`src/pkg/menu_button_a_setup_pkg.sv`:
```
// Package for the communication setup and control mode block.
`default_nettype none
package menu_button_a_setup_pkg;

  // ----------------------------------------------------------------------
  // Register offsets (byte addresses).
  // ----------------------------------------------------------------------
  localparam logic [7:0] OFS_IFACE   = 8'h00;
  localparam logic [7:0] OFS_ADDR    = 8'h04;
  localparam logic [7:0] OFS_IPV4    = 8'h08;
  localparam logic [7:0] OFS_BAUD    = 8'h0c;
  localparam logic [7:0] OFS_CMD_LANGUAGE_ITEM    = 8'h10;
  localparam logic [7:0] OFS_MODE    = 8'h14;
  localparam logic [7:0] OFS_HOSTCMD = 8'h18;
  localparam logic [7:0] OFS_STATUS  = 8'h1c;

  // ----------------------------------------------------------------------
  // Limits, steps, menu positions and reset values.
  // ----------------------------------------------------------------------
  localparam logic [4:0] ADDR_MAX        = 5'h1f;
  localparam logic [7:0] IP_STEP_COARSE  = 8'h0a;
  localparam logic [7:0] IP_STEP_FINE    = 8'h01;
  localparam logic [2:0] POS_BAUD_NORMAL = 3'h2;
  localparam logic [2:0] POS_BAUD_LAN    = 3'h5;
  localparam logic [2:0] POS_CMD_LANGUAGE_ITEM_NORMAL = 3'h3;
  localparam logic [2:0] POS_CMD_LANGUAGE_ITEM_LAN    = 3'h6;
  localparam logic [2:0] POS_IP_FIRST    = 3'h2;
  localparam logic [2:0] POS_IP_LAST     = 3'h4;
  localparam logic [2:0] POS_LAST_NORMAL = 3'h3;
  localparam logic [2:0] POS_LAST_LAN    = 3'h6;
  localparam logic [4:0] ADDR_RESET      = 5'h06;
  localparam int         WARN_TIME_MS    = 2000;
  localparam int         CLK_MHZ         = 250;
  localparam int         WARN_CYCLES     = WARN_TIME_MS * 1000 * CLK_MHZ;
  localparam int         BLINK_CYCLES    = 16;

  typedef enum logic [2:0] {
    IFACE_RS232, IFACE_RS485, IFACE_USB, IFACE_LAN, IFACE_OPT
  } iface_e;

  typedef enum logic [2:0] {
    BAUD_9600, BAUD_19200, BAUD_38400, BAUD_57600, BAUD_115200
  } baud_e;

  typedef enum logic { CMD_LANGUAGE_ITEM_SCPI, legacy_cmd_set } cmd_language_item_e;

  typedef enum logic [1:0] { MODE_LOCAL, MODE_REMOTE, MODE_LOCKOUT } mode_e;

  typedef enum logic [1:0] {
    HCMD_NONE, HCMD_LOCAL, HCMD_REMOTE, HCMD_LOCKOUT
  } host_cmd_e;

  typedef struct packed {
    logic rot_sel_cw;
    logic rot_sel_ccw;
    logic rot_val_cw;
    logic rot_val_ccw;
    logic val_press;
    logic menu_button_a;
    logic back_button;
    logic fine_button;
    logic system_button;
  } panel_s;

endpackage : menu_button_a_setup_pkg
`default_nettype wire

```
`src/hdl/menu_button_a_setup.sv`:
```
// Communication setup menu and local, remote and lockout control.
//
// Function
// - One active interface among five choices.
// - Optional interface offered only with card.
// - Node address 0..31, larger values rejected.
// - Four 8-bit IPv4 fields, each 0..255.
// - IPv4 fields exposed only when LAN selected.
// - IPv4 step 10 coarse, 1 fine, button toggles.
// - Exactly five serial bit rates.
// - LAN forces 115200, no change allowed.
// - Legacy or SCPI; LAN/optional allow SCPI only.
// - Bit-rate item at step 2, 5 with LAN.
// - Language item at step 3, 6 with LAN.
// - Confirm toggles IP edit or, with value turn, advances interface; blinks display once.
// - Menu button leaves menu; back leaves IP edit first, else menu.
// - Local command executes, then goes remote.
// - Local query answered, stays local.
// - Remote lights indicator, blocks panel value edits and confirm (menu moves still work), warns 2s.
// - Remote returns local by system+press or command.
// - Lockout lights indicator, rejects panel value edits and confirm (menu moves still work), warns 2s.
// - Lockout leaves only by remote command or power.
// - Analog programming refuses host setpoints only.
`default_nettype none
module menu_button_a_setup #(
  parameter int WARN_CYCLES = menu_button_a_setup_pkg::WARN_CYCLES
) (
  input  wire logic                   ref_clk,
  input  wire logic                   reset,
  input  wire logic                   psel,
  input  wire logic                   penable,
  input  wire logic                   pwrite,
  input  wire logic [7:0]             paddr,
  input  wire logic [31:0]            pwdata,
  output logic      [31:0]            prdata,
  output logic                        pready,
  output logic                        pslverr,
  input  wire menu_button_a_setup_pkg::panel_s panel_raw,
  input  wire logic                   card_present_raw,
  input  wire logic                   analog_prog_raw,
  input  wire logic                   host_cmd_valid,
  input  wire logic                   host_is_query,
  input  wire logic                   host_is_setpoint,
  output logic                        host_cmd_exec,
  output logic                        host_query_answer,
  output logic                        remote_led,
  output logic                        remote_warning,
  output logic                        lockout_warning,
  output logic                        blink,
  output logic                        menu_active,
  output logic [2:0]                  menu_pos,
  output logic                        fine_mode
);

  // ----------------------------------------------------------------------
  // Input synchronisers.
  // ----------------------------------------------------------------------
  localparam int NIN = $bits(menu_button_a_setup_pkg::panel_s) + 2;
  logic [NIN-1:0] sync1_q;
  logic [NIN-1:0] sync2_q;
  logic [NIN-1:0] prev_q;
  always_ff @(posedge ref_clk) begin
    if (reset) begin
      sync1_q <= '0;
      sync2_q <= '0;
      prev_q  <= '0;
    end else begin
      sync1_q <= {panel_raw, card_present_raw, analog_prog_raw};
      sync2_q <= sync1_q;
      prev_q  <= sync2_q;
    end
  end

  menu_button_a_setup_pkg::panel_s pnl;
  logic                   card_present;
  logic                   analog_prog;
  logic [NIN-1:0]         rise;
  assign rise = sync2_q & ~prev_q;
  assign pnl  = rise[NIN-1:2];
  assign card_present = sync2_q[1];
  assign analog_prog  = sync2_q[0];

  // ----------------------------------------------------------------------
  // Stored settings and state.
  // ----------------------------------------------------------------------
  menu_button_a_setup_pkg::iface_e  iface_q;
  menu_button_a_setup_pkg::baud_e   baud_q;
  menu_button_a_setup_pkg::cmd_language_item_e   cmd_language_item_q;
  menu_button_a_setup_pkg::mode_e   mode_q;
  logic [4:0]              addr_q;
  logic [7:0]              ip_q [4];
  logic [2:0]              pos_q;
  logic [1:0]              ip_idx_q;
  logic                    ip_edit_q;
  logic                    menu_q;
  logic                    fine_q;
  logic                    sys_armed_q;
  logic [31:0]             warn_cnt_q;
  logic                    warn_lock_q;
  logic [7:0]              blink_cnt_q;

  logic lan;
  logic scpi_only;
  logic [2:0] pos_last;
  logic [2:0] pos_baud;
  logic [2:0] pos_cmd_language_item;
  logic panel_locked;
  logic sw_wr;
  logic confirm;

  assign lan       = (iface_q == menu_button_a_setup_pkg::IFACE_LAN);
  assign scpi_only = lan || (iface_q == menu_button_a_setup_pkg::IFACE_OPT);
  assign pos_last  = lan ? menu_button_a_setup_pkg::POS_LAST_LAN
                         : menu_button_a_setup_pkg::POS_LAST_NORMAL;
  assign pos_baud  = lan ? menu_button_a_setup_pkg::POS_BAUD_LAN
                         : menu_button_a_setup_pkg::POS_BAUD_NORMAL;
  assign pos_cmd_language_item  = lan ? menu_button_a_setup_pkg::POS_CMD_LANGUAGE_ITEM_LAN
                         : menu_button_a_setup_pkg::POS_CMD_LANGUAGE_ITEM_NORMAL;
  assign panel_locked = (mode_q != menu_button_a_setup_pkg::MODE_LOCAL);
  assign sw_wr   = psel && penable && pwrite;
  assign confirm = menu_q && pnl.val_press && !panel_locked;

  // ----------------------------------------------------------------------
  // Menu navigation.
  // ----------------------------------------------------------------------
  always_ff @(posedge ref_clk) begin
    if (reset) begin
      menu_q    <= 1'b0;
      pos_q     <= '0;
      ip_edit_q <= 1'b0;
      ip_idx_q  <= '0;
    end else if (pnl.menu_button_a && !menu_q) begin
      menu_q    <= 1'b1;
      pos_q     <= '0;
      ip_edit_q <= 1'b0;
    end else if (menu_q && (pnl.menu_button_a || pnl.back_button)) begin
      if (ip_edit_q && pnl.back_button) begin
        ip_edit_q <= 1'b0;
      end else begin
        menu_q    <= 1'b0;
        ip_edit_q <= 1'b0;
      end
    end else if (menu_q) begin
      if (pnl.rot_sel_cw && pos_q < pos_last) begin
        pos_q     <= pos_q + 3'h1;
        ip_edit_q <= 1'b0;
      end else if (pnl.rot_sel_ccw && pos_q != 3'h0) begin
        pos_q     <= pos_q - 3'h1;
        ip_edit_q <= 1'b0;
      end
      if (lan && pos_q >= menu_button_a_setup_pkg::POS_IP_FIRST &&
          pos_q <= menu_button_a_setup_pkg::POS_IP_LAST) begin
        if (confirm) begin
          ip_idx_q  <= 2'(pos_q - menu_button_a_setup_pkg::POS_IP_FIRST);
          ip_edit_q <= !ip_edit_q;
        end
      end
    end
  end

  // ----------------------------------------------------------------------
  // Coarse and fine step mode.
  // ----------------------------------------------------------------------
  always_ff @(posedge ref_clk) begin
    if (reset) begin
      fine_q <= 1'b0;
    end else if (pnl.fine_button) begin
      fine_q <= !fine_q;
    end
  end

  // ----------------------------------------------------------------------
  // Settings, from panel edits or software writes.
  // ----------------------------------------------------------------------
  logic [7:0] ip_step;
  assign ip_step = fine_q ? menu_button_a_setup_pkg::IP_STEP_FINE
                          : menu_button_a_setup_pkg::IP_STEP_COARSE;

  always_ff @(posedge ref_clk) begin
    if (reset) begin
      iface_q <= menu_button_a_setup_pkg::IFACE_RS232;
      addr_q  <= menu_button_a_setup_pkg::ADDR_RESET;
      baud_q  <= menu_button_a_setup_pkg::BAUD_9600;
      cmd_language_item_q  <= menu_button_a_setup_pkg::CMD_LANGUAGE_ITEM_SCPI;
      for (int i = 0; i < 4; i++) begin
        ip_q[i] <= '0;
      end
    end else begin
      if (confirm && pos_q == 3'h0) begin
        if (pnl.rot_val_cw) begin
          // Advance, skipping the optional choice without a card.
          if (iface_q == menu_button_a_setup_pkg::IFACE_LAN && card_present) begin
            iface_q <= menu_button_a_setup_pkg::IFACE_OPT;
          end else if (iface_q == menu_button_a_setup_pkg::IFACE_LAN ||
                       iface_q == menu_button_a_setup_pkg::IFACE_OPT) begin
            iface_q <= menu_button_a_setup_pkg::IFACE_RS232;
          end else begin
            iface_q <= menu_button_a_setup_pkg::iface_e'(iface_q + 3'h1);
          end
        end
      end
      if (menu_q && !panel_locked && ip_edit_q && lan) begin
        if (pnl.rot_val_cw) begin
          ip_q[ip_idx_q] <= (ip_q[ip_idx_q] > 8'hff - ip_step) ? 8'hff
                            : ip_q[ip_idx_q] + ip_step;
        end else if (pnl.rot_val_ccw) begin
          ip_q[ip_idx_q] <= (ip_q[ip_idx_q] < ip_step) ? 8'h00
                            : ip_q[ip_idx_q] - ip_step;
        end
      end
      if (menu_q && !panel_locked && pos_q == 3'h1) begin
        if (pnl.rot_val_cw && addr_q != menu_button_a_setup_pkg::ADDR_MAX) begin
          addr_q <= addr_q + 5'h1;
        end else if (pnl.rot_val_ccw && addr_q != 5'h0) begin
          addr_q <= addr_q - 5'h1;
        end
      end
      if (menu_q && !panel_locked && pos_q == pos_baud && !lan) begin
        if (pnl.rot_val_cw && baud_q != menu_button_a_setup_pkg::BAUD_115200) begin
          baud_q <= menu_button_a_setup_pkg::baud_e'(baud_q + 3'h1);
        end else if (pnl.rot_val_ccw &&
                     baud_q != menu_button_a_setup_pkg::BAUD_9600) begin
          baud_q <= menu_button_a_setup_pkg::baud_e'(baud_q - 3'h1);
        end
      end
      if (menu_q && !panel_locked && pos_q == pos_cmd_language_item && !scpi_only &&
          (pnl.rot_val_cw || pnl.rot_val_ccw)) begin
        cmd_language_item_q <= menu_button_a_setup_pkg::cmd_language_item_e'(!cmd_language_item_q);
      end
      if (sw_wr && paddr == menu_button_a_setup_pkg::OFS_IFACE &&
          pwdata[2:0] <= 3'(menu_button_a_setup_pkg::IFACE_OPT) &&
          (pwdata[2:0] != 3'(menu_button_a_setup_pkg::IFACE_OPT) || card_present)) begin
        iface_q <= menu_button_a_setup_pkg::iface_e'(pwdata[2:0]);
      end
      if (sw_wr && paddr == menu_button_a_setup_pkg::OFS_ADDR &&
          pwdata[31:0] <= 32'(menu_button_a_setup_pkg::ADDR_MAX)) begin
        addr_q <= pwdata[4:0];
      end
      if (sw_wr && paddr == menu_button_a_setup_pkg::OFS_IPV4) begin
        for (int i = 0; i < 4; i++) begin
          ip_q[i] <= pwdata[8*i +: 8];
        end
      end
      if (sw_wr && paddr == menu_button_a_setup_pkg::OFS_BAUD &&
          pwdata[2:0] <= 3'(menu_button_a_setup_pkg::BAUD_115200)) begin
        baud_q <= menu_button_a_setup_pkg::baud_e'(pwdata[2:0]);
      end
      if (sw_wr && paddr == menu_button_a_setup_pkg::OFS_CMD_LANGUAGE_ITEM) begin
        cmd_language_item_q <= menu_button_a_setup_pkg::cmd_language_item_e'(pwdata[0]);
      end
      // These overrides come last so they win over any write.
      if (lan) begin
        baud_q <= menu_button_a_setup_pkg::BAUD_115200;
      end
      if (scpi_only) begin
        cmd_language_item_q <= menu_button_a_setup_pkg::CMD_LANGUAGE_ITEM_SCPI;
      end
      if (iface_q == menu_button_a_setup_pkg::IFACE_OPT && !card_present) begin
        iface_q <= menu_button_a_setup_pkg::IFACE_RS232;
      end
    end
  end

  // ----------------------------------------------------------------------
  // Control mode and host commands.
  // ----------------------------------------------------------------------
  logic host_cmd;
  logic [1:0] host_mode_cmd;
  assign host_cmd = host_cmd_valid && !host_is_query;
  assign host_mode_cmd = (sw_wr && paddr == menu_button_a_setup_pkg::OFS_HOSTCMD)
                         ? pwdata[1:0] : 2'h0;

  always_ff @(posedge ref_clk) begin
    if (reset) begin
      mode_q      <= menu_button_a_setup_pkg::MODE_LOCAL;
      sys_armed_q <= 1'b0;
    end else begin
      if (pnl.system_button) begin
        sys_armed_q <= 1'b1;
      end else if (pnl.val_press) begin
        sys_armed_q <= 1'b0;
      end
      case (mode_q)
        menu_button_a_setup_pkg::MODE_LOCAL: begin
          if (host_mode_cmd == 2'(menu_button_a_setup_pkg::HCMD_LOCKOUT)) begin
            mode_q <= menu_button_a_setup_pkg::MODE_LOCKOUT;
          end else if (host_cmd) begin
            mode_q <= menu_button_a_setup_pkg::MODE_REMOTE;
          end
        end
        menu_button_a_setup_pkg::MODE_REMOTE: begin
          if (host_mode_cmd == 2'(menu_button_a_setup_pkg::HCMD_LOCKOUT)) begin
            mode_q <= menu_button_a_setup_pkg::MODE_LOCKOUT;
          end else if (host_mode_cmd == 2'(menu_button_a_setup_pkg::HCMD_LOCAL) ||
                       (sys_armed_q && pnl.val_press)) begin
            mode_q <= menu_button_a_setup_pkg::MODE_LOCAL;
          end
        end
        menu_button_a_setup_pkg::MODE_LOCKOUT: begin
          if (host_mode_cmd == 2'(menu_button_a_setup_pkg::HCMD_REMOTE)) begin
            mode_q <= menu_button_a_setup_pkg::MODE_REMOTE;
          end
        end
        default: mode_q <= menu_button_a_setup_pkg::MODE_LOCAL;
      endcase
    end
  end

  always_ff @(posedge ref_clk) begin
    if (reset) begin
      host_cmd_exec     <= 1'b0;
      host_query_answer <= 1'b0;
    end else begin
      host_cmd_exec     <= host_cmd &&
                           !(analog_prog && host_is_setpoint);
      host_query_answer <= host_cmd_valid && host_is_query;
    end
  end

  // ----------------------------------------------------------------------
  // Warnings and acknowledge blink.
  // ----------------------------------------------------------------------
  logic attempt;
  assign attempt = panel_locked && (pnl.rot_val_cw || pnl.rot_val_ccw ||
                   (pnl.val_press && !sys_armed_q));

  always_ff @(posedge ref_clk) begin
    if (reset) begin
      warn_cnt_q  <= '0;
      warn_lock_q <= 1'b0;
    end else if (attempt) begin
      warn_cnt_q  <= 32'(WARN_CYCLES);
      warn_lock_q <= (mode_q == menu_button_a_setup_pkg::MODE_LOCKOUT);
    end else if (warn_cnt_q != '0) begin
      warn_cnt_q <= warn_cnt_q - 32'h1;
    end
  end

  always_ff @(posedge ref_clk) begin
    if (reset) begin
      blink_cnt_q <= '0;
    end else if (confirm) begin
      blink_cnt_q <= 8'(menu_button_a_setup_pkg::BLINK_CYCLES);
    end else if (blink_cnt_q != '0) begin
      blink_cnt_q <= blink_cnt_q - 8'h1;
    end
  end

  assign remote_led      = panel_locked;
  assign remote_warning  = (warn_cnt_q != '0) && !warn_lock_q;
  assign lockout_warning = (warn_cnt_q != '0) && warn_lock_q;
  assign blink           = (blink_cnt_q != '0);
  assign menu_active     = menu_q;
  assign menu_pos        = pos_q;
  assign fine_mode       = fine_q;

  // ----------------------------------------------------------------------
  // APB read side.
  // ----------------------------------------------------------------------
  assign pready  = 1'b1;
  assign pslverr = 1'b0;
  always_ff @(posedge ref_clk) begin
    if (reset) begin
      prdata <= '0;
    end else if (psel && !penable && !pwrite) begin
      case (paddr)
        menu_button_a_setup_pkg::OFS_IFACE:  prdata <= {29'h0, iface_q};
        menu_button_a_setup_pkg::OFS_ADDR:   prdata <= {27'h0, addr_q};
        menu_button_a_setup_pkg::OFS_IPV4:   prdata <= {ip_q[3], ip_q[2],
                                               ip_q[1], ip_q[0]};
        menu_button_a_setup_pkg::OFS_BAUD:   prdata <= {29'h0, baud_q};
        menu_button_a_setup_pkg::OFS_CMD_LANGUAGE_ITEM:   prdata <= {31'h0, cmd_language_item_q};
        menu_button_a_setup_pkg::OFS_MODE:   prdata <= {30'h0, mode_q};
        menu_button_a_setup_pkg::OFS_STATUS: prdata <= {27'h0, card_present,
                                               analog_prog, fine_q,
                                               menu_q, blink};
        default:                    prdata <= '0;
      endcase
    end
  end

  // ----------------------------------------------------------------------
  // Checks.
  // ----------------------------------------------------------------------
  localparam int BLINK_DLY = menu_button_a_setup_pkg::BLINK_CYCLES;

  a_lan_baud_lock: assert property (
    @(posedge ref_clk) disable iff (reset)
    lan |=> baud_q == menu_button_a_setup_pkg::BAUD_115200)
    else $error("baud not forced under LAN");
  a_cmd_language_item_scpi: assert property (
    @(posedge ref_clk) disable iff (reset)
    scpi_only |=> cmd_language_item_q == menu_button_a_setup_pkg::CMD_LANGUAGE_ITEM_SCPI)
    else $error("legacy language with LAN or optional");
  a_addr_range: assert property (
    @(posedge ref_clk) disable iff (reset)
    sw_wr && paddr == menu_button_a_setup_pkg::OFS_ADDR && !menu_q &&
    pwdata > 32'(menu_button_a_setup_pkg::ADDR_MAX) |=> $stable(addr_q))
    else $error("address beyond range accepted");
  a_local_cmd_remote: assert property (
    @(posedge ref_clk) disable iff (reset)
    mode_q == menu_button_a_setup_pkg::MODE_LOCAL && host_cmd && host_mode_cmd == 2'h0
    |=> mode_q == menu_button_a_setup_pkg::MODE_REMOTE &&
        (host_cmd_exec || analog_prog))
    else $error("command did not move to remote");
  a_query_stays: assert property (
    @(posedge ref_clk) disable iff (reset)
    mode_q == menu_button_a_setup_pkg::MODE_LOCAL && host_cmd_valid && host_is_query
    && host_mode_cmd == 2'h0 |=> mode_q == menu_button_a_setup_pkg::MODE_LOCAL
    && host_query_answer)
    else $error("query changed mode");
  a_lock_entry: assert property (
    @(posedge ref_clk) disable iff (reset)
    mode_q != menu_button_a_setup_pkg::MODE_LOCKOUT ##1
    mode_q == menu_button_a_setup_pkg::MODE_LOCKOUT
    |-> $past(host_mode_cmd) == 2'(menu_button_a_setup_pkg::HCMD_LOCKOUT))
    else $error("lockout entered without host command");
  a_lock_exit: assert property (
    @(posedge ref_clk) disable iff (reset)
    mode_q == menu_button_a_setup_pkg::MODE_LOCKOUT |=>
    mode_q != menu_button_a_setup_pkg::MODE_LOCAL)
    else $error("lockout left to local");
  a_warn_start: assert property (
    @(posedge ref_clk) disable iff (reset)
    attempt && mode_q == menu_button_a_setup_pkg::MODE_REMOTE
    |=> remote_warning [*2])
    else $error("remote warning missing");
  a_blink_once: assert property (
    @(posedge ref_clk) disable iff (reset)
    confirm |=> blink ##BLINK_DLY (!blink || confirm))
    else $error("blink length wrong");

endmodule : menu_button_a_setup
`default_nettype wire

```
`config.mk`:
```
export PLATFORM = sky130hd
export DESIGN_NAME = menu_button_a_setup
export DESIGN_NICKNAME = d
export VERILOG_FILES = /design/src/pkg/menu_button_a_setup_pkg.sv /design/src/hdl/menu_button_a_setup.sv
export SDC_FILE = /design/constraint.sdc
export NUM_CORES = 1
export LEC_CHECK = 0
export BUFFER_PORTS_ARGS = -buffer_cell sky130_fd_sc_hd__buf_2
export CORE_MARGIN = 5
export CORE_UTILIZATION = 50
export DETAILED_ROUTE_END_ITERATION = 16
export PLACE_DENSITY = 0.7
export SLEW_MARGIN = 20
export SYNTH_ARGS = -nofsm -noshare
export SYNTH_HDL_FRONTEND = slang
export SYNTH_SLANG_ARGS = --single-unit
```
`constraint.sdc`:
```
create_clock -name ref_clk -period 3.3 [get_ports ref_clk]
set_input_delay 0.33 -clock ref_clk [delete_from_list [all_inputs] [get_ports ref_clk]]
set_output_delay 0.33 -clock ref_clk [all_outputs]
set_load 0.05 [all_outputs]
```
==> impl_results.md, run 1 <==
- Post-synthesis average cell area: 9.34 um2
- Slew of the pin with the lowest slew margin: 0.919 ns
- Startpoint class of the critical path: flip-flop
- Total vias in the final route: 6957
- I/O pin count: 104
- Maximum number of pins on one net before global-route repair: 65
- Crit path DAT: 3.27 ns
- Instance count of the mapped netlist: 876
- Setup repair after global routing missed its margin: no
- Layout Cell Area excl Fill: 9520 um2
- Leakage: 3.74 nW
- Highest fanout seen on the critical path: 4
- Period minus WS final: 3.09 ns
- All-layer global routing usage: 23.5%
- Final-report max-slew violation count: 0
- Post-CTS Hold Fix Bufs: 0
- Vias in the first global route: 6348
- Area overhead of the layout relative to synthesis: 16.4%
- Clock slew seen by the registers of the worst setup and hold paths: 0.07 ns
- Max-capacitance violation count: 0
- Proportion of layout cells with a drive suffix above 1: 19.1%
- Clock tree from TritonCTS: built
- Cell taking the most area after synthesis: sky130_fd_sc_hd__dfxtp_1
- Gr ovfl total: 0
- Clock Tree Buf Depth: 2
- Number of storage elements in the synthesis netlist: 163
- Synth top area cells: sky130_fd_sc_hd__dfxtp_1 (32%), sky130_fd_sc_hd__edfxtp_1 (12%), sky130_fd_sc_hd__nor2_1 (5.2%)
- Worst-case register-to-register setup slack: 0.21 ns
- Run status: completed
- Total negative slack: 0 ns
- Final Net Count: 1058
- Effective utilization at floorplan: 51.3%
- Final-layout worst hold slack: 0.0863 ns
- CTS buffer count: 17
- Power density relative to cell area: 651 nW/um2
- Standard cell with the maximum stage delay on the critical path: sky130_fd_sc_hd__mux4_2
- Clock Tree Root: sky130_fd_sc_hd__clkbuf_16
- Fraction of the yosys area taken by sequential cells: 43.8%
- Routed wire per std cell: 18.1 um
- First-pass GRT wire length: 34300 um
- Fillers: 1409
- Cell type group with the largest total delay on the critical path: compound AO/OA/AOI/OAI gates
- Path type of the worst setup path: reg2reg
- Number of nets with antenna violations after routing: 0
- Clock net sink count: 163
- Area of the die: 19000 um2
- Port Buffers: 101
- Hold depth: 2
- Number of endpoints with negative hold slack in the final report: 0
- Final setup violation count: 0
- Detailed-route wire length: 21800 um
- Synth async-reset ratio: 0%
- DP Area: 8930 um2
- Pre-Repair DR Iteration Count: 5
- Flip-flop cell with the highest count after synthesis: sky130_fd_sc_hd__dfxtp_1
- EDFF count, synth: 32
- Reg-to-reg critical path endpoint: ip_q[3][0]
- Worst clock skew on the final layout: 0.00963 ns
- Chain of cells forming the critical path: mux4_2 > inv_1 > ha_1 > fa_1 > inv_1 > o21a_1 > nor4b_1 > nand2b_1 > o22ai_1 > a22o_1
- Clock network latency to the later pin of the worst-skew pair: 0.43 ns
- Number of H-tree levels: 4
- Final weighted congestion in routability-driven placement: 0.957
- Worst hold path startpoint: host_is_query
- Period utilization: 93.6%
- CP max stage delay: 0.58 ns
- Violation count after the first detailed-routing iteration: 867
- Row Count: 46
- Number of distinct library cells after synthesis: 76
- R2R cell count: 10
- Largest vdd supply drop: 0.000533 V
- Core footprint: 15900 um2
- Half-perimeter wire length after placement: 16300 um
- DRC violations left: 0
- Number of buffer and inverter instances along the worst setup path: 2
- Synth Net Count: 961
- Headroom to the max-slew limit: 38.1%
- Top cell type's share of synthesized area: 32.1%
- Worst Hold Class: in2reg
- Maximum clock frequency: 324 MHz
- Cell occurring most often along the worst timing path: sky130_fd_sc_hd__inv_1
- Combined area of all synthesized cells: 8180 um2
- Hold Crit Endpoint: host_cmd_exec
- Number of warnings printed during yosys synthesis: 0
- Chip Height: 138 um
- Post-detailed-route via-to-cell ratio: 5.79
- Width of the die: 138 um
- Worst path required time: 3.48 ns
- Antenna violations before repair: 1
- Number of antenna cells inserted: 0
- Setup crit end kind: flip-flop
## synthesized netlist by cell type, drive strengths merged (7+ instances only)
library cell and instances:
mux2i 18, ha 22, or3 8, nor3 14, o21ai 46, clkbuf 31, nor2 113, nor2b 41
xnor2 17, edfxtp 32, nand3 23, buf 13, inv 32, nand2b 11, and3 9, xor2 31
a2111oi 7, nand4 9, dfxtp 131, mux4 8, a22oi 31, o31ai 7, a21oi 33, a211oi 9
nor4 17, a31oi 7, a22o 9, nand2 58
## state kept, by name, indices dropped and copies added (netlist names), 2 cells and up, named ones only
register / count
prdata: 32
warn_cnt_q: 32
ip_idx_q: 2
ip_q: 32
addr_q: 5
mode_q: 2
blink_cnt_q: 8
sync1_q: 11
prev_q: 9
menu_pos: 3
sync2_q: 11
iface_q: 3
baud_q: 3
## through the flow
step                      std cells  power (W)  setup slack (ns)  util (%)
after floorplan                 876    0.00390             0.422         -
after global placement         1170    0.00428             0.282      56.0
after detailed placement       1170    0.00429             0.223      56.0
after CTS                      1202    0.00622             0.208      59.7
after global routing           1202    0.00657            0.0257      59.7
final                          1202    0.00620             0.213      59.7
## per-layer routing
layer	part of all wire (%)	GRT usage, %	vias up	routed length (um)
met5	0.060	0	-	13
met4	1.4	5.76	2	300
met3	8.5	6.71	31	1860
met2	45	35.5	272	9890
met1	45	33.5	3313	9750
li1	-	-	3339	-
## area by class of cell
type	instances	area (um2)	share of cell area, %
Timing Repair Buffer	122	666	6.99
Inverter	32	120	1.26
Clock inverter	8	65.1	0.683
Multi-Input combinational cell	637	4290	45.1
Tap cell	216	270	2.84
Clock buffer	24	524	5.51
Sequential cell	163	3580	37.6
## power by group
group / switching (W) / total (W) / leakage, nW / internal (W)
clock: 0.000805 / 0.00192 / 0.288 / 0.00112
sequential: 0.000219 / 0.00250 / 1.38 / 0.00228
combinational: 0.00104 / 0.00178 / 2.07 / 0.000737
## cells by family after synthesis
family	after synthesis	share of synthesized area, %
other	2	0.0918
DFF	163	43.8
AOI/OAI and AO/OA	184	15.9
xor gates and xnor gates	48	5.14
buffers and inverters	76	3.73
muxes	32	5.23
and+or+nand+nor	345	21.7
adders and majority gates	26	4.34
## repair_timing
action,CTS,global route
setup endpoints to repair,0,4
resized for setup,0,1
setup buffers,0,0
## cells in the final DEF (no fill, tap or decap), types with 8 or more instances in the layout
| master | synthesis | routed |
|---|---|---|
| sky130_fd_sc_hd__mux4_2 | 8 | 8 |
| sky130_fd_sc_hd__mux2i_1 | 18 | 18 |
| sky130_fd_sc_hd__dfxtp_1 | 131 | 131 |
| sky130_fd_sc_hd__nor2_1 | 113 | 113 |
| sky130_fd_sc_hd__nor3_1 | 14 | 14 |
| sky130_fd_sc_hd__clkbuf_16 | 0 | 18 |
| sky130_fd_sc_hd__o21ai_0 | 46 | 46 |
| sky130_fd_sc_hd__nor4_1 | 16 | 16 |
| sky130_fd_sc_hd__buf_4 | 3 | 22 |
| sky130_fd_sc_hd__edfxtp_1 | 32 | 32 |
| sky130_fd_sc_hd__xnor2_1 | 17 | 17 |
| sky130_fd_sc_hd__buf_2 | 7 | 100 |
| sky130_fd_sc_hd__inv_1 | 32 | 32 |
| sky130_fd_sc_hd__a211oi_1 | 9 | 9 |
| sky130_fd_sc_hd__a22o_1 | 9 | 9 |
| sky130_fd_sc_hd__a22oi_1 | 30 | 30 |
| sky130_fd_sc_hd__and3_1 | 9 | 9 |
| sky130_fd_sc_hd__nand3_1 | 23 | 23 |
| sky130_fd_sc_hd__ha_1 | 22 | 22 |
| sky130_fd_sc_hd__xor2_1 | 31 | 31 |
| sky130_fd_sc_hd__a21oi_1 | 32 | 32 |
| sky130_fd_sc_hd__nand2b_1 | 11 | 11 |
| sky130_fd_sc_hd__nand2_1 | 58 | 58 |
| sky130_fd_sc_hd__nand4_1 | 9 | 9 |
| sky130_fd_sc_hd__nor2b_1 | 41 | 41 |
## worst max-delay path by stage
| stage | startpoint | end | cells past startpoint | slack (ns) |
|---|---|---|---|---|
| 6_report | flip-flop | ip_q[3][0] | 10 | 0.21 |
| 3_3_place_gp | flip-flop | ip_q[1][5] | 8 | 0.28 |
| 5_1_grt | flip-flop | ip_q[0][6] | 8 | 0.03 |
| 2_1_floorplan | menu_active | ip_q[2][0] | 6 | 0.42 |
| 3_5_place_dp | flip-flop | ip_q[1][5] | 8 | 0.22 |
| 4_1_cts | flip-flop | ip_q[1][5] | 8 | 0.21 |
No activity file was read; power rests on OpenSTA's default activity.
==> run 2, diff against run 1 <==
--- a/config.mk
+++ b/config.mk
@@ -7,9 +7,9 @@
 export LEC_CHECK = 0
 export BUFFER_PORTS_ARGS = -buffer_cell sky130_fd_sc_hd__buf_2
 export CORE_MARGIN = 5
-export CORE_UTILIZATION = 50
+export CORE_UTILIZATION = 45
 export DETAILED_ROUTE_END_ITERATION = 16
-export PLACE_DENSITY = 0.7
+export PLACE_DENSITY = 0.67
 export SLEW_MARGIN = 20
 export SYNTH_ARGS = -nofsm -noshare
 export SYNTH_HDL_FRONTEND = slang
==> constraint.sdc (replaced) <==
create_clock -name ref_clk -period 2.5 [get_ports ref_clk]
set_input_delay 0.25 -clock ref_clk [delete_from_list [all_inputs] [get_ports ref_clk]]
set_output_delay 0.25 -clock ref_clk [all_outputs]
set_load 0.05 [all_outputs]
==> run 2 against run 1 <==
  * The run now ends with setup timing left
  * Core utilization up 0.061 points
  * Register-to-register slack worse by 0.38 ns
  * Sequential share of layout area down 4.0 points
  * Via count up 4.1%
  * Combinational power up 64%
  * Clock power up 45%
  * Design area up 12%
  * Global-route usage down 1.6 points
  * Flip-flop and latch count unchanged
  * Cell count up 8.7%
  * Largest cell class unchanged
  * Clock skew down 0.0017 ns
==> impl_results.md, run 2 (same netlist as run 1, synthesis figures left out) <==
- Run status: finished, violations left
- Failing checks: setup timing
- Final weighted congestion in routability-driven placement: 0.882 (-7.9%)
- Effective utilization at floorplan: 45.7% (-5.6 points)
- Violation count after the first detailed-routing iteration: 624 (-28%)
- CP max stage delay: 0.54 ns (-0.04 ns)
- Row Count: 49 (+6.5%)
- Most used cells in the layout excluding fill and tap cells: sky130_fd_sc_hd__dfxtp_1 (125), sky130_fd_sc_hd__nor2_1 (107), sky130_fd_sc_hd__buf_4 (104)
- Final-report max-slew violation count: 0 (unchanged)
- Layout Cell Area excl Fill: 10700 um2 (+12%)
- CTS buffer count: 17 (unchanged)
- Max-capacitance violation count: 0 (unchanged)
- Number of nets with antenna violations after routing: 0 (unchanged)
- Least setup slack across all paths after layout: -0.166 ns (-0.378 ns)
- Startpoint class of the critical path: flip-flop
- Fillers: 1565 (+11%)
- Crit path DAT: 2.85 ns (-0.42 ns)
- Number of buffer and inverter instances along the worst setup path: 1 (-1)
- Highest fanout seen on the critical path: 4 (unchanged)
- Clock Tree Buf Depth: 2 (unchanged)
- Final-layout worst hold slack: 0.0157 ns (-0.0706 ns)
- Antenna violations before repair: 2 (+1)
- Final Net Count: 1149 (+8.6%)
- Worst clock skew on the final layout: 0.00789 ns (-0.00174 ns)
- Chip Height: 145 um (+5.0%)
- Number of endpoints with negative hold slack in the final report: 0 (unchanged)
- Number of H-tree levels: 4 (unchanged)
- Clock net sink count: 163 (unchanged)
- Total vias in the final route: 7245 (+4.1%)
- Pre-Repair DR Iteration Count: 5 (unchanged)
- Largest vdd supply drop: 0.000637 V (+19%)
- Width of the die: 145 um (+5.0%)
- Worst Hold Class: in2reg
- Setup crit end kind: flip-flop
- All-layer global routing usage: 22.0% (-1.6 points)
- Cell type group with the largest total delay on the critical path: compound AO/OA/AOI/OAI gates
- Post-detailed-route via-to-cell ratio: 5.54 (-4.2%)
- DP Area: 9630 um2 (+7.9%)
- Chain of cells forming the critical path: mux4_2 > ha_4 > nor2b_4 > o211ai_1 > buf_4 > a21oi_4 > a2111o_1 > a22oi_2 > o21ai_1
- Area of the die: 21000 um2 (+10%)
- Vias in the first global route: 6828 (+7.6%)
- Post-CTS Hold Fix Bufs: 0 (unchanged)
- Clock Tree Root: sky130_fd_sc_hd__clkbuf_16
- Worst path required time: 2.68 ns (-0.80 ns)
- Routed wire per std cell: 17.5 um (-3.6%)
- Leakage: 4.31 nW (+15%)
- DRC violations left: 0 (unchanged)
- Gr ovfl total: 0 (unchanged)
- Port Buffers: 101 (unchanged)
- Slew of the pin with the lowest slew margin: 0.604 ns (-0.315 ns)
- Largest registers: ip_q (32), prdata (32), warn_cnt_q (32)
- Maximum number of pins on one net before global-route repair: 55 (-15%)
- Period minus WS final: 2.67 ns (-0.422 ns)
- I/O pin count: 104 (unchanged)
- Area overhead of the layout relative to synthesis: 30.8%
- Setup repair after global routing missed its margin: yes
- Clock network latency to the later pin of the worst-skew pair: 0.43 ns (about the same)
- Standard cell with the maximum stage delay on the critical path: sky130_fd_sc_hd__mux4_2
- Clock tree from TritonCTS: built
- Maximum clock frequency: 375 MHz (+16%)
- Clock slew seen by the registers of the worst setup and hold paths: 0.07 ns (about the same)
- Period utilization: 107% (+13 points)
- Utilization after layout: 59.8% (+0.061 points)
- Most common cell after layout, fill and taps aside: sky130_fd_sc_hd__dfxtp_1
- Headroom to the max-slew limit: 59.4% (+21 points)
- Half-perimeter wire length after placement: 17200 um (+6.1%)
- Final setup violation count: 32 (+32)
- Proportion of layout cells with a drive suffix above 1: 31.1% (+12 points)
- Path type of the worst setup path: reg2reg
- Power density relative to cell area: 840 nW/um2 (+29%)
- Core footprint: 17900 um2 (+12%)
- Detailed-route wire length: 22900 um (+4.9%)
- First-pass GRT wire length: 36000 um (+5.0%)
run 2: cell count changes in the layout (fill, tap and decap cells not counted), moves of 5 or more:
cell,delta
sky130_fd_sc_hd__o21ai_1,+17
sky130_fd_sc_hd__o21ai_2,+7
sky130_fd_sc_hd__nor2_1,-6
sky130_fd_sc_hd__o21ai_0,-25
sky130_fd_sc_hd__dfxtp_1,-6
sky130_fd_sc_hd__buf_6,+8
sky130_fd_sc_hd__ha_1,-5
sky130_fd_sc_hd__buf_4,+82
run 2: per-stage QoR:
stage / std cells / TNS [ns] / total power (W) / setup slack [ns]
4_1_cts: 1299 / -3.69 / 0.00890 / -0.198
3_5_place_dp: 1259 / -7.16 / 0.00591 / -0.337
3_3_place_gp: 1259 / -5.78 / 0.00586 / -0.309
6_report: 1307 / -3.41 / 0.00899 / -0.166
2_1_floorplan: 876 / -2.00 / 0.00515 / -0.241
5_1_grt: 1306 / -6.92 / 0.00949 / -0.266
run 2: worst paths after layout:
check                     start            end  slack [ns]  depth (start not counted)
setup / recovery     ip_q[3][1]     ip_q[1][6]       -0.17                          9
hold reg to reg      sync1_q[5]     sync2_q[5]        0.43                          1
hold / removal    host_is_query  host_cmd_exec        0.02                          2
setup reg to reg     ip_q[3][1]     ip_q[1][6]       -0.17                          9
run 2: power by group:
part	internal (W)	switching [W]
clock	0.00169	0.00109
combinational	0.00137	0.00154
sequential	0.00301	0.000284
run 2: layer usage:
metal | GRT usage, % | up-vias | routed length, um
li1 | - | 3538 | -
met4 | 7.66 | 2 | 535
met2 | 32.7 | 238 | 10200
met1 | 31.5 | 3418 | 10500
met3 | 4.80 | 49 | 1590
met5 | 0 | - | 13
run 2: final cells by class:
cell class | count | area, um2 | area share [%]
clock inverters | 8 | 111 | 1.04
repair buffers | 213 | 1420 | 13.3
inverters | 32 | 120 | 1.12
well taps | 229 | 287 | 2.68
clock buffers | 24 | 524 | 4.90
diodes | 1 | 2.50 | 0.0234
multi-input cells | 637 | 4640 | 43.4
flip-flops and latches | 163 | 3600 | 33.6
run 2: what timing repair did:
action / in CTS / in global routing
gates resized for setup: 60 / 33
endpoints found under the hold margin: 0 / 0
setup buffers: 8 / 7
endpoints found under the setup margin: 35 / 48
pin swaps: 27 / 25
